<file path="src/include/crxsc_pkg.sv">
`default_nettype none

package crxsc_pkg;

    // Geometry of the receive shift register
    localparam int unsigned CRXSC_BYTES = 4;
    localparam int unsigned CRXSC_BYTE_W = 8;
    localparam int unsigned CRXSC_WORD_W = 32;

    // Field widths taken out of the shift register, and the buffer word index width
    localparam int unsigned CRXSC_BASE_ID_W = 11;
    localparam int unsigned CRXSC_EXT_ID_W = 18;
    localparam int unsigned CRXSC_DLC_W = 4;
    localparam int unsigned CRXSC_STUFF_W = 4;
    localparam int unsigned CRXSC_WORD_IDX_W = 4;

    // Register bus geometry
    localparam int unsigned CRXSC_ADR_W = 8;

    // Register byte offsets
    localparam logic [7:0] CRXSC_OFS_CTRL = 8'h00;
    localparam logic [7:0] CRXSC_OFS_STATUS = 8'h04;
    localparam logic [7:0] CRXSC_OFS_BASE_ID = 8'h08;
    localparam logic [7:0] CRXSC_OFS_EXT_ID = 8'h0C;
    localparam logic [7:0] CRXSC_OFS_META = 8'h10;
    localparam logic [7:0] CRXSC_OFS_SHIFT = 8'h14;

    // Control register fields
    localparam int unsigned CRXSC_CTRL_ENABLE_BIT = 0;
    localparam int unsigned CRXSC_CTRL_CLEAR_BIT = 1;
    localparam logic CRXSC_CTRL_ENABLE_RST = 1'b1;

    // Status register fields
    localparam int unsigned CRXSC_ST_HOLD_BIT = 0;
    localparam int unsigned CRXSC_ST_BRS_BIT = 1;
    localparam int unsigned CRXSC_ST_ESI_BIT = 2;
    localparam int unsigned CRXSC_ST_IDFMT_BIT = 3;
    localparam int unsigned CRXSC_ST_RTR_BIT = 4;
    localparam int unsigned CRXSC_ST_FRFMT_BIT = 5;
    localparam int unsigned CRXSC_ST_WIDX_LSB = 8;

    // Metadata register fields
    localparam int unsigned CRXSC_META_DLC_LSB = 0;
    localparam int unsigned CRXSC_META_STUFF_LSB = 8;

    // Shift word value loaded by software clear, and read data for unmapped offsets
    localparam logic [31:0] CRXSC_WORD_RST = 32'h0000_0000;
    localparam logic [31:0] CRXSC_READ_UNMAPPED = 32'h0000_0000;

endpackage

`default_nettype wire

</file>
<file path="src/verilog/crxsc_rx_shift.sv">
`default_nettype none

module crxsc_rx_shift
    import crxsc_pkg::*;
(
    input wire logic ref_clk,
    input wire logic rst_n,
    input wire logic rxBit,
    input wire logic bitProcess,
    input wire logic [CRXSC_BYTES-1:0] byteShiftEn,
    input wire logic linearMode,
    input wire logic storeBaseId,
    input wire logic storeExtId,
    input wire logic storeDlc,
    input wire logic storeDataWord,
    input wire logic storeStuffCount,
    input wire logic crcFieldEnd,
    input wire logic frameStart,
    input wire logic captureBrs,
    input wire logic captureEsi,
    input wire logic captureIde,
    input wire logic captureRtr,
    input wire logic captureEdl,
    input wire logic wb_cyc_i,
    input wire logic wb_stb_i,
    input wire logic wb_we_i,
    input wire logic [CRXSC_ADR_W-1:0] wb_adr_i,
    input wire logic [3:0] wb_sel_i,
    input wire logic [31:0] wb_dat_i,
    output logic [31:0] wb_dat_o,
    output logic wb_ack_o,
    output logic [CRXSC_WORD_W-1:0] rxShiftWord,
    output logic [CRXSC_BASE_ID_W-1:0] baseIdCapture,
    output logic [CRXSC_EXT_ID_W-1:0] extIdCapture,
    output logic [CRXSC_DLC_W-1:0] dlcCapture,
    output logic [CRXSC_STUFF_W-1:0] stuffCountCapture,
    output logic bitRateSwitchFlag,
    output logic errorStateFlag,
    output logic identifier_format_flag,
    output logic remoteRequestFlag,
    output logic frame_format_flag,
    output logic rxBufWrite,
    output logic [CRXSC_WORD_W-1:0] rxBufData,
    output logic [CRXSC_WORD_IDX_W-1:0] rxBufWordIdx
);

    typedef struct packed {
        logic [CRXSC_WORD_W-1:0] shiftWord;
        logic [CRXSC_BASE_ID_W-1:0] baseId;
        logic [CRXSC_EXT_ID_W-1:0] extId;
        logic [CRXSC_DLC_W-1:0] dlc;
        logic [CRXSC_STUFF_W-1:0] stuffCount;
        logic brs;
        logic esi;
        logic idFormat;
        logic rtr;
        logic frFormat;
        logic hold;
        logic bufWrite;
        logic [CRXSC_WORD_W-1:0] bufData;
        logic [CRXSC_WORD_IDX_W-1:0] wordIdx;
        logic ctrlEnable;
        logic wbAck;
        logic [31:0] wbData;
    } crxsc_state_s;

    crxsc_state_s state_reg;
    crxsc_state_s state_next;

    logic shiftAllowed;
    // A net, because each byte slice has its own driver
    wire logic [CRXSC_WORD_W-1:0] shiftedWord;
    logic wbRequest;
    logic wbWrite;
    logic softClear;

    function automatic logic crxsc_hit(input logic [CRXSC_ADR_W-1:0] adr, input logic [7:0] ofs);
        crxsc_hit = (adr == ofs);
    endfunction

    // The state machine keeps the enables quiet outside fields; the hold flag
    // is a second guard so the CRC cannot be disturbed by a stray enable.
    assign shiftAllowed = bitProcess && !state_reg.hold && state_reg.ctrlEnable;

    genvar gi;
    generate
        for (gi = 0; gi < CRXSC_BYTES; gi++) begin : g_byte
            logic byteIn;
            logic [CRXSC_BYTE_W-1:0] byteNext;
            if (gi == 0) begin : g_first
                assign byteIn = rxBit;
            end else begin : g_chain
                // Previous byte's top bit in linear mode, serial input in byte mode
                assign byteIn = linearMode ? state_reg.shiftWord[gi*CRXSC_BYTE_W-1] : rxBit;
            end
            always_comb begin
                if (shiftAllowed && byteShiftEn[gi]) begin
                    byteNext = {state_reg.shiftWord[gi*CRXSC_BYTE_W +: CRXSC_BYTE_W-1], byteIn};
                end else begin
                    byteNext = state_reg.shiftWord[gi*CRXSC_BYTE_W +: CRXSC_BYTE_W];
                end
            end
            assign shiftedWord[gi*CRXSC_BYTE_W +: CRXSC_BYTE_W] = byteNext;
        end
    endgenerate

    assign wbRequest = wb_cyc_i && wb_stb_i && !state_reg.wbAck;
    assign wbWrite = wbRequest && wb_we_i;
    assign softClear = wbWrite && crxsc_hit(wb_adr_i, CRXSC_OFS_CTRL) && wb_sel_i[0] &&
        wb_dat_i[CRXSC_CTRL_CLEAR_BIT];

    always_comb begin
        state_next = state_reg;
        state_next.bufWrite = 1'b0;

        // Software clear comes first so that a capture in the same cycle wins
        if (softClear) begin
            state_next.shiftWord = CRXSC_WORD_RST;
            state_next.baseId = '0;
            state_next.extId = '0;
            state_next.dlc = '0;
            state_next.stuffCount = '0;
            state_next.brs = 1'b0;
            state_next.esi = 1'b0;
            state_next.idFormat = 1'b0;
            state_next.rtr = 1'b0;
            state_next.frFormat = 1'b0;
            state_next.wordIdx = '0;
        end else begin
            state_next.shiftWord = shiftedWord;
        end

        if (frameStart) begin
            state_next.hold = 1'b0;
            state_next.wordIdx = '0;
        end else if (crcFieldEnd && bitProcess) begin
            state_next.hold = 1'b1;
        end

        // Stores see the word including the bit that ends the field
        if (storeBaseId) begin
            state_next.baseId = shiftedWord[CRXSC_BASE_ID_W-1:0];
        end
        if (storeExtId) begin
            state_next.extId = shiftedWord[CRXSC_EXT_ID_W-1:0];
        end
        if (storeDlc) begin
            state_next.dlc = shiftedWord[CRXSC_DLC_W-1:0];
        end
        if (storeStuffCount) begin
            state_next.stuffCount = shiftedWord[CRXSC_STUFF_W-1:0];
        end
        if (storeDataWord) begin
            state_next.bufWrite = 1'b1;
            state_next.bufData = shiftedWord;
        end
        // Index of the word now being written; wraps after the largest payload
        if (state_reg.bufWrite && !frameStart) begin
            state_next.wordIdx = state_reg.wordIdx + 1'b1;
        end

        if (captureBrs) begin
            state_next.brs = rxBit;
        end
        if (captureEsi) begin
            state_next.esi = rxBit;
        end
        if (captureIde) begin
            state_next.idFormat = rxBit;
        end
        if (captureRtr) begin
            state_next.rtr = rxBit;
        end
        if (captureEdl) begin
            state_next.frFormat = rxBit;
        end

        // Classic single-cycle slave: ack one cycle after the strobe, then drops
        state_next.wbAck = wbRequest;
        state_next.wbData = CRXSC_READ_UNMAPPED;
        if (wbWrite && crxsc_hit(wb_adr_i, CRXSC_OFS_CTRL) && wb_sel_i[0]) begin
            state_next.ctrlEnable = wb_dat_i[CRXSC_CTRL_ENABLE_BIT];
        end
        if (wbRequest && !wb_we_i) begin
            unique case (wb_adr_i)
                CRXSC_OFS_CTRL: begin
                    state_next.wbData[CRXSC_CTRL_ENABLE_BIT] = state_reg.ctrlEnable;
                end
                CRXSC_OFS_STATUS: begin
                    state_next.wbData[CRXSC_ST_HOLD_BIT] = state_reg.hold;
                    state_next.wbData[CRXSC_ST_BRS_BIT] = state_reg.brs;
                    state_next.wbData[CRXSC_ST_ESI_BIT] = state_reg.esi;
                    state_next.wbData[CRXSC_ST_IDFMT_BIT] = state_reg.idFormat;
                    state_next.wbData[CRXSC_ST_RTR_BIT] = state_reg.rtr;
                    state_next.wbData[CRXSC_ST_FRFMT_BIT] = state_reg.frFormat;
                    state_next.wbData[CRXSC_ST_WIDX_LSB +: CRXSC_WORD_IDX_W] = state_reg.wordIdx;
                end
                CRXSC_OFS_BASE_ID: begin
                    state_next.wbData[CRXSC_BASE_ID_W-1:0] = state_reg.baseId;
                end
                CRXSC_OFS_EXT_ID: begin
                    state_next.wbData[CRXSC_EXT_ID_W-1:0] = state_reg.extId;
                end
                CRXSC_OFS_META: begin
                    state_next.wbData[CRXSC_META_DLC_LSB +: CRXSC_DLC_W] = state_reg.dlc;
                    state_next.wbData[CRXSC_META_STUFF_LSB +: CRXSC_STUFF_W] = state_reg.stuffCount;
                end
                CRXSC_OFS_SHIFT: begin
                    state_next.wbData = state_reg.shiftWord;
                end
                default: begin
                    state_next.wbData = CRXSC_READ_UNMAPPED;
                end
            endcase
        end
    end

    always_ff @(posedge ref_clk) begin
        if (!rst_n) begin
            state_reg <= '0;
            state_reg.ctrlEnable <= CRXSC_CTRL_ENABLE_RST;
        end else begin
            state_reg <= state_next;
        end
    end

    assign rxShiftWord = state_reg.shiftWord;
    assign baseIdCapture = state_reg.baseId;
    assign extIdCapture = state_reg.extId;
    assign dlcCapture = state_reg.dlc;
    assign stuffCountCapture = state_reg.stuffCount;
    assign bitRateSwitchFlag = state_reg.brs;
    assign errorStateFlag = state_reg.esi;
    assign identifier_format_flag = state_reg.idFormat;
    assign remoteRequestFlag = state_reg.rtr;
    assign frame_format_flag = state_reg.frFormat;
    assign rxBufWrite = state_reg.bufWrite;
    assign rxBufData = state_reg.bufData;
    assign rxBufWordIdx = state_reg.wordIdx;
    assign wb_dat_o = state_reg.wbData;
    assign wb_ack_o = state_reg.wbAck;
endmodule

`default_nettype wire

</file>
<file path="config.mk">
export PLATFORM = sky130hd
export DESIGN_NAME = crxsc_rx_shift
export DESIGN_NICKNAME = d
export VERILOG_FILES = /design/src/include/crxsc_pkg.sv /design/src/verilog/crxsc_rx_shift.sv
export SDC_FILE = /design/constraint.sdc
export NUM_CORES = 1
export LEC_CHECK = 0
export ABC_AREA = 1
export ABC_CLOCK_PERIOD_IN_PS = 1600
export BUFFER_PORTS_ARGS = -buffer_cell sky130_fd_sc_hd__buf_2
export CORE_MARGIN = 1.5
export CORE_UTILIZATION = 52
export DETAILED_ROUTE_END_ITERATION = 10
export PLACE_DENSITY = 0.88
export REMOVE_ABC_BUFFERS = 1
export SLEW_MARGIN = 0
export SYNTH_ARGS = -nofsm -noshare
export SYNTH_HDL_FRONTEND = slang
export SYNTH_SLANG_ARGS = --single-unit
export TNS_END_PERCENT = 20
</file>
<file path="constraint.sdc">
create_clock -name ref_clk -period 1.6 [get_ports ref_clk]
set_clock_uncertainty 0.05 [all_clocks]
set_input_delay 0.32 -clock ref_clk [delete_from_list [all_inputs] [get_ports ref_clk]]
set_output_delay 0.32 -clock ref_clk [all_outputs]
set_load 0.02 [all_outputs]
</file>
== Word-level counts from Yosys, hierarchy flattened ==
Index checks and enable logic that the tools add are counted.

* Latch bits: 0
* Flip-flop bits (word level): 146
* Bits in writable memories: 0
* Bits in read-only memories: 0
* Output and inout bits: 144
* Input bits: 68
* Memories: 0
* Word-level logic and storage cells: 87

* Equality and inequality tests: 5
* Add/sub/neg operators: 1
* Shift operators: 0
* Bitwise logic cells: 1
* Magnitude comparators: 0
* Muxes and demuxes: 28
* Reductions and logical operators: 34
* Divide/modulo/power cells: 0
* Multipliers: 0

{| class="wikitable"
|+ Operators by type and width
! operator !! count
|-
| two-way mux 42 bit || 1
|-
| two-way mux 33 bit || 1
|-
| two-way mux 8 bit || 4
|-
| case mux 3 bit (5 select lines) || 2
|-
| two-way mux 4 bit || 5
|-
| two-way mux 18 bit || 1
|-
| nonzero test 2 bit || 9
|-
| equality test 8 x 4 -> 1 bit (second input constant) || 2
|-
| equality test 8 x 5 -> 1 bit (second input constant) || 2
|-
| logical AND 1 bit || 15
|-
| case mux 6 bit (2 select lines) || 1
|-
| two-way mux 11 bit || 1
|-
| equality test 8 x 3 -> 1 bit (second input constant) || 1
|-
| logical NOT 8 bit || 1
|-
| two-way mux 1 bit || 8
|-
| case mux 2 bit (4 select lines) || 1
|-
| case mux 1 bit (6 select lines) || 1
|-
| case mux 2 bit (3 select lines) || 1
|-
| adder 4 x 1 -> 4 bit (second input constant) || 1
|-
| logical NOT 1 bit || 4
|-
| case mux 1 bit (4 select lines) || 1
|-
| OR reduction 2 bit || 2
|-
| AND reduction 3 bit || 1
|-
| nonzero test 3 bit || 1
|-
| 2 further kinds || 2
|}

== Depth between registers and ports, before layout ==
* Depth in word-level cells: 9
* Depth in mapped cells: 10
* Depth with buffers taken out: 10

== Worst setup path before layout ==
No wires, ideal clock.

* Path type: input to register
* Start point: input wb_adr_i[7]
* End point: register state_reg, in the netlist extIdCapture[0]
* Setup slack: 0.263 ns
* Path buffers: 2
* Data arrival time: 1.155 ns
* Required time: 1.418 ns
* Library setup time: 0.132 ns
* Stages: 8
* Path through: nor2_2 nand2_4 nor2_4 nand3_2 buf_6 buf_6 nand3_1 a21oi_1

* Longest elaborated chain between the ends: 5

{| class="wikitable"
|+ Ends and longest elaborated chain
! element !! line !! RTL
|-
| start, declared || crxsc_rx_shift.sv:27 || <nowiki>input wire logic [CRXSC_ADR_W-1:0] wb_adr_i,</nowiki>
|-
| logical NOT 8 bit || crxsc_rx_shift.sv:78 || <nowiki>crxsc_hit = (adr == ofs);</nowiki>
|-
| logical AND 1 bit (3 in a row) || crxsc_rx_shift.sv:109 || <nowiki>assign softClear = wbWrite && crxsc_hit(wb_adr_i, CRXSC_OFS_CTRL) && wb_sel_i[0] &&</nowiki>
|-
| nonzero test 2 bit (no line) || - ||
|-
| end signal, assigned || crxsc_rx_shift.sv:223 || <nowiki>state_reg <= state_next;</nowiki>
|-
| end, declared || crxsc_rx_shift.sv:67 || <nowiki>crxsc_state_s state_reg;</nowiki>
|}

Every way passes these cells.
A chain may end at the register's enable or synchronous reset.

== Final worst setup path ==
* Start point: register state_reg[71] (netlist bit)
* End point: register state_reg, in the netlist rxBufData[14]

* Longest elaborated chain between the ends: 5

{| class="wikitable"
|+ Ends and longest elaborated chain
! element !! line !! RTL
|-
| logical NOT 1 bit || crxsc_rx_shift.sv:83 || <nowiki>assign shiftAllowed = bitProcess && !state_reg.hold && state_reg.ctrlEnable;</nowiki>
|-
| logical AND 1 bit (2 in a row) || crxsc_rx_shift.sv:83 ||
|-
| logical AND 1 bit || crxsc_rx_shift.sv:97 || <nowiki>if (shiftAllowed && byteShiftEn[gi]) begin</nowiki>
|-
| two-way mux 8 bit || crxsc_rx_shift.sv:97 ||
|}

Every way passes these cells.

==> impl_metrics.tcl <==
set metrics [dict create \
    status "completed" \
    cp.arrival_ps 1790 \
    crit_slowest_cell "dfxtp_2" \
    numCtsBuffers 17 \
    synthTopCellsByCount "nand2_1, dfxtp_1, buf_4, inv_1, nand3_1" \
    drt_iter0_markers 536 \
    overflow 0 \
    seq_area_frac_synth_pct 40.6 \
    avgSynthCellArea_um2 7.51 \
    hold_class "in -> reg" \
    wl_per_cell_um 15.8 \
    slew_viol_final 0 \
    switchingPower_uw 2360 \
    cts_tree "yes" \
    drive_gt1_share_pct 28.9 \
    synthMuxAreaShare_pct 0 \
    post_layout_nonfiller_instances 1213 \
    antenna_found_initial 1 \
    critPathLaunchType "flip-flop" \
    synth_top_cell_area_share_pct 40.6 \
    vias 6233 \
    async_flop_share_pct 0 \
    r2r_end "rxBufData[14]" \
    max_stage_delay_ps 360 \
    internal-power_uw 6500 \
    r2r_cells 9 \
    min_period_ps 1520 \
    max-cap-violations 0 \
    drtPass1Iterations 6 \
    synthAdderAreaFrac_pct 0.174 \
    cts.sinks 146 \
    fin_nets 1092 \
    p_total_uw 8870 \
    synth_top_family_by_area "simple AND/OR/NAND/NOR gates" \
    max_slew_margin_pct 70.4 \
    chipWidth_um 121 \
    vias_per_cell 5.14 \
    die-height_um 121 \
    synthToLayoutAreaGrowth_pct 11.7 \
    hp-start "frameStart" \
    fin_crit_sh_pct 94.8 \
    synth_edf_count 0 \
    cp.required_ps 1870 \
    synth_compound_area_share_pct 9.40 \
    ant_nets 0 \
    drcViolationCount 0 \
    path_class "reg -> reg" \
    dp_hpwl_um 13500 \
    p_seq_share_pct 44.0 \
    ir_drop_mv 0.747 \
    start_util_pct 53.8 \
    floorplan.rows 42 \
    finalHoldViolCount 0 \
    grt_pass1_wl_um 29700 \
    crit_chain "inv_2 > nand3_4 > nor2_4 > buf_12 > nand2_1 > o21ai_1 > o21ai_0 > nand2_1 > inv_1" \
    critPathMostFrequentCell "nand2_1" \
    end_kind "flip-flop" \
    clk_pin_slew_ps 60 \
    cts_buffer_depth 2 \
    yosysTopAreaCell "dfxtp_1" \
    core-area_um2 13400 \
    grt_max_degree 40 \
    dieArea_um2 14600 \
    synth_seq_cells 146 \
    yosys.cell_types.count 35 \
    gp_congestion 0.941 \
    worstMarginPinSlew_ps 444 \
    track_usage_pct 26.2 \
    critPathTopFamily "simple AND/OR/NAND/NOR gates" \
    synth_xor_area_share_pct 0 \
    pwr_density_cell_nw_per_um2 1100 \
    root_buffer "clkbuf_16" \
    insertion_delay_ps 420 \
    setup_viol 0 \
    hold_end "state_reg[71]" \
    place_inst 1177 \
    synth_area_um2 7200 \
    p_comb_share_pct 11.7 \
    p_sw_share_pct 26.7 \
    yosys-top-cells-area "dfxtp_1, buf_4, nand2_1, nand3_1, inv_1" \
    fmax_mhz 659 \
    netlist_instances 959 \
    r2r_setup_slack_ps 80 \
    path_buf_inv 3 \
    hold_buffers 0 \
    yosys_warnings 0 \
    ioPinCount 212 \
    pwr-share-clk_pct 44.3 \
    wl_um 19100 \
    yosys.cell_count.top_type "nand2_1" \
    grt_pass1_vias 5956 \
    leakage_uw 0.00409 \
    ys.flop_type "dfxtp_1" \
    synth-simple-area-share_pct 26.2 \
    io_buffers 178 \
    hold_depth 2 \
    critPathMaxFanout 14 \
    r2r-start "state_reg[71]" \
    htree_levels 4 \
]
[routing by layer]
layer | track usage (%) | vias to the layer above | wire [µm]
met3 | 7.03 | 58 | 1710
met1 | 31.8 | 2851 | 7680
met5 | 0 | - | 0
li1 | - | 3029 | -
met4 | 15.1 | 0 | 856
met2 | 41.7 | 295 | 8880
[final cells by class]
class / instances / area (µm²)
Clock buffer: 20 / 457
Clock inverter: 12 / 133
Sequential cell: 146 / 2930
Fill cell: 1196 / 5350
Tap cell: 176 / 220
Timing Repair Buffer: 216 / 1280
Inverter: 119 / 448
Antenna cell: 1 / 2.50
Multi-Input combinational cell: 523 / 2590
[per-stage QoR]
step           util, %  hold slack (ps)  setup TNS [ps]  worst slack (ps)  instance area, µm²
6_report          60.1             44.2               0              82.6                8050
5_1_grt           60.1             48.0           -6.76             -6.76                8050
4_1_cts           59.9             46.5               0              47.5                8020
3_5_place_dp      55.5              386           -35.5             -32.5                7430
3_3_place_gp      55.5              383           -8.37             -8.37                7430
2_1_floorplan        -              349          -20360              -620                5950
[layout by cell type (no fill, tap or decap), types with 3 or more instances in the layout]
cell type     n
nor2_2        9
clkbuf_16    17
inv_2         3
inv_1       114
o21ai_0      30
buf_4        30
and3_1        7
buf_12        8
clkinv_2      3
o211ai_1     15
nand2_4       4
o21ai_2       6
clkinvlp_4    6
nand3_1     104
o21ai_1      13
nand2_1     165
o22ai_1      10
nor2_1       82
buf_2       178
dfxtp_1     144
nor2_4       15
nand2_2       6
a21oi_1      45
[cells by family after synthesis]
| group | count (synthesis) |
|---|---|
| flip-flops | 146 |
| buffers and inverters | 291 |
| adder cells (fa/ha/maj) | 1 |
| AND/OR/NAND/NOR | 401 |
| AO/OA/AOI/OAI | 120 |
[power by group through the flow]
| stage | clock network (µW) | registers, µW | logic, µW |
|---|---|---|---|
| after floorplan | 0 | 4130 | 393 |
| after global placement | 0 | 3970 | 996 |
| after detailed placement | 0 | 3970 | 1010 |
| after CTS | 3950 | 3900 | 1020 |
| after global routing | 4130 | 3910 | 1120 |
| final | 3930 | 3900 | 1040 |
[worst max-delay path by stage]
| stage | from | to | cells after the start |
|---|---|---|---|
| global placement | wb_adr_i[7] | wb_dat_o[0] | 10 |
| CTS | state_reg[71] | rxBufData[3] | 8 |
| detailed placement | wb_adr_i[7] | wb_dat_o[0] | 10 |
| floorplan | wb_ack_o | bitRateSwitchFlag | 6 |
| global route | state_reg[71] | rxBufData[12] | 9 |
| finish | state_reg[71] | rxBufData[14] | 9 |
[timing repair]
item / 4_1_cts / 5_1_grt
buffers inserted: 0 / 2
endpoints found under the setup margin: 0 / 14
gates resized for setup: 0 / 3
Note: power is estimated with default switching activity, not from simulation.
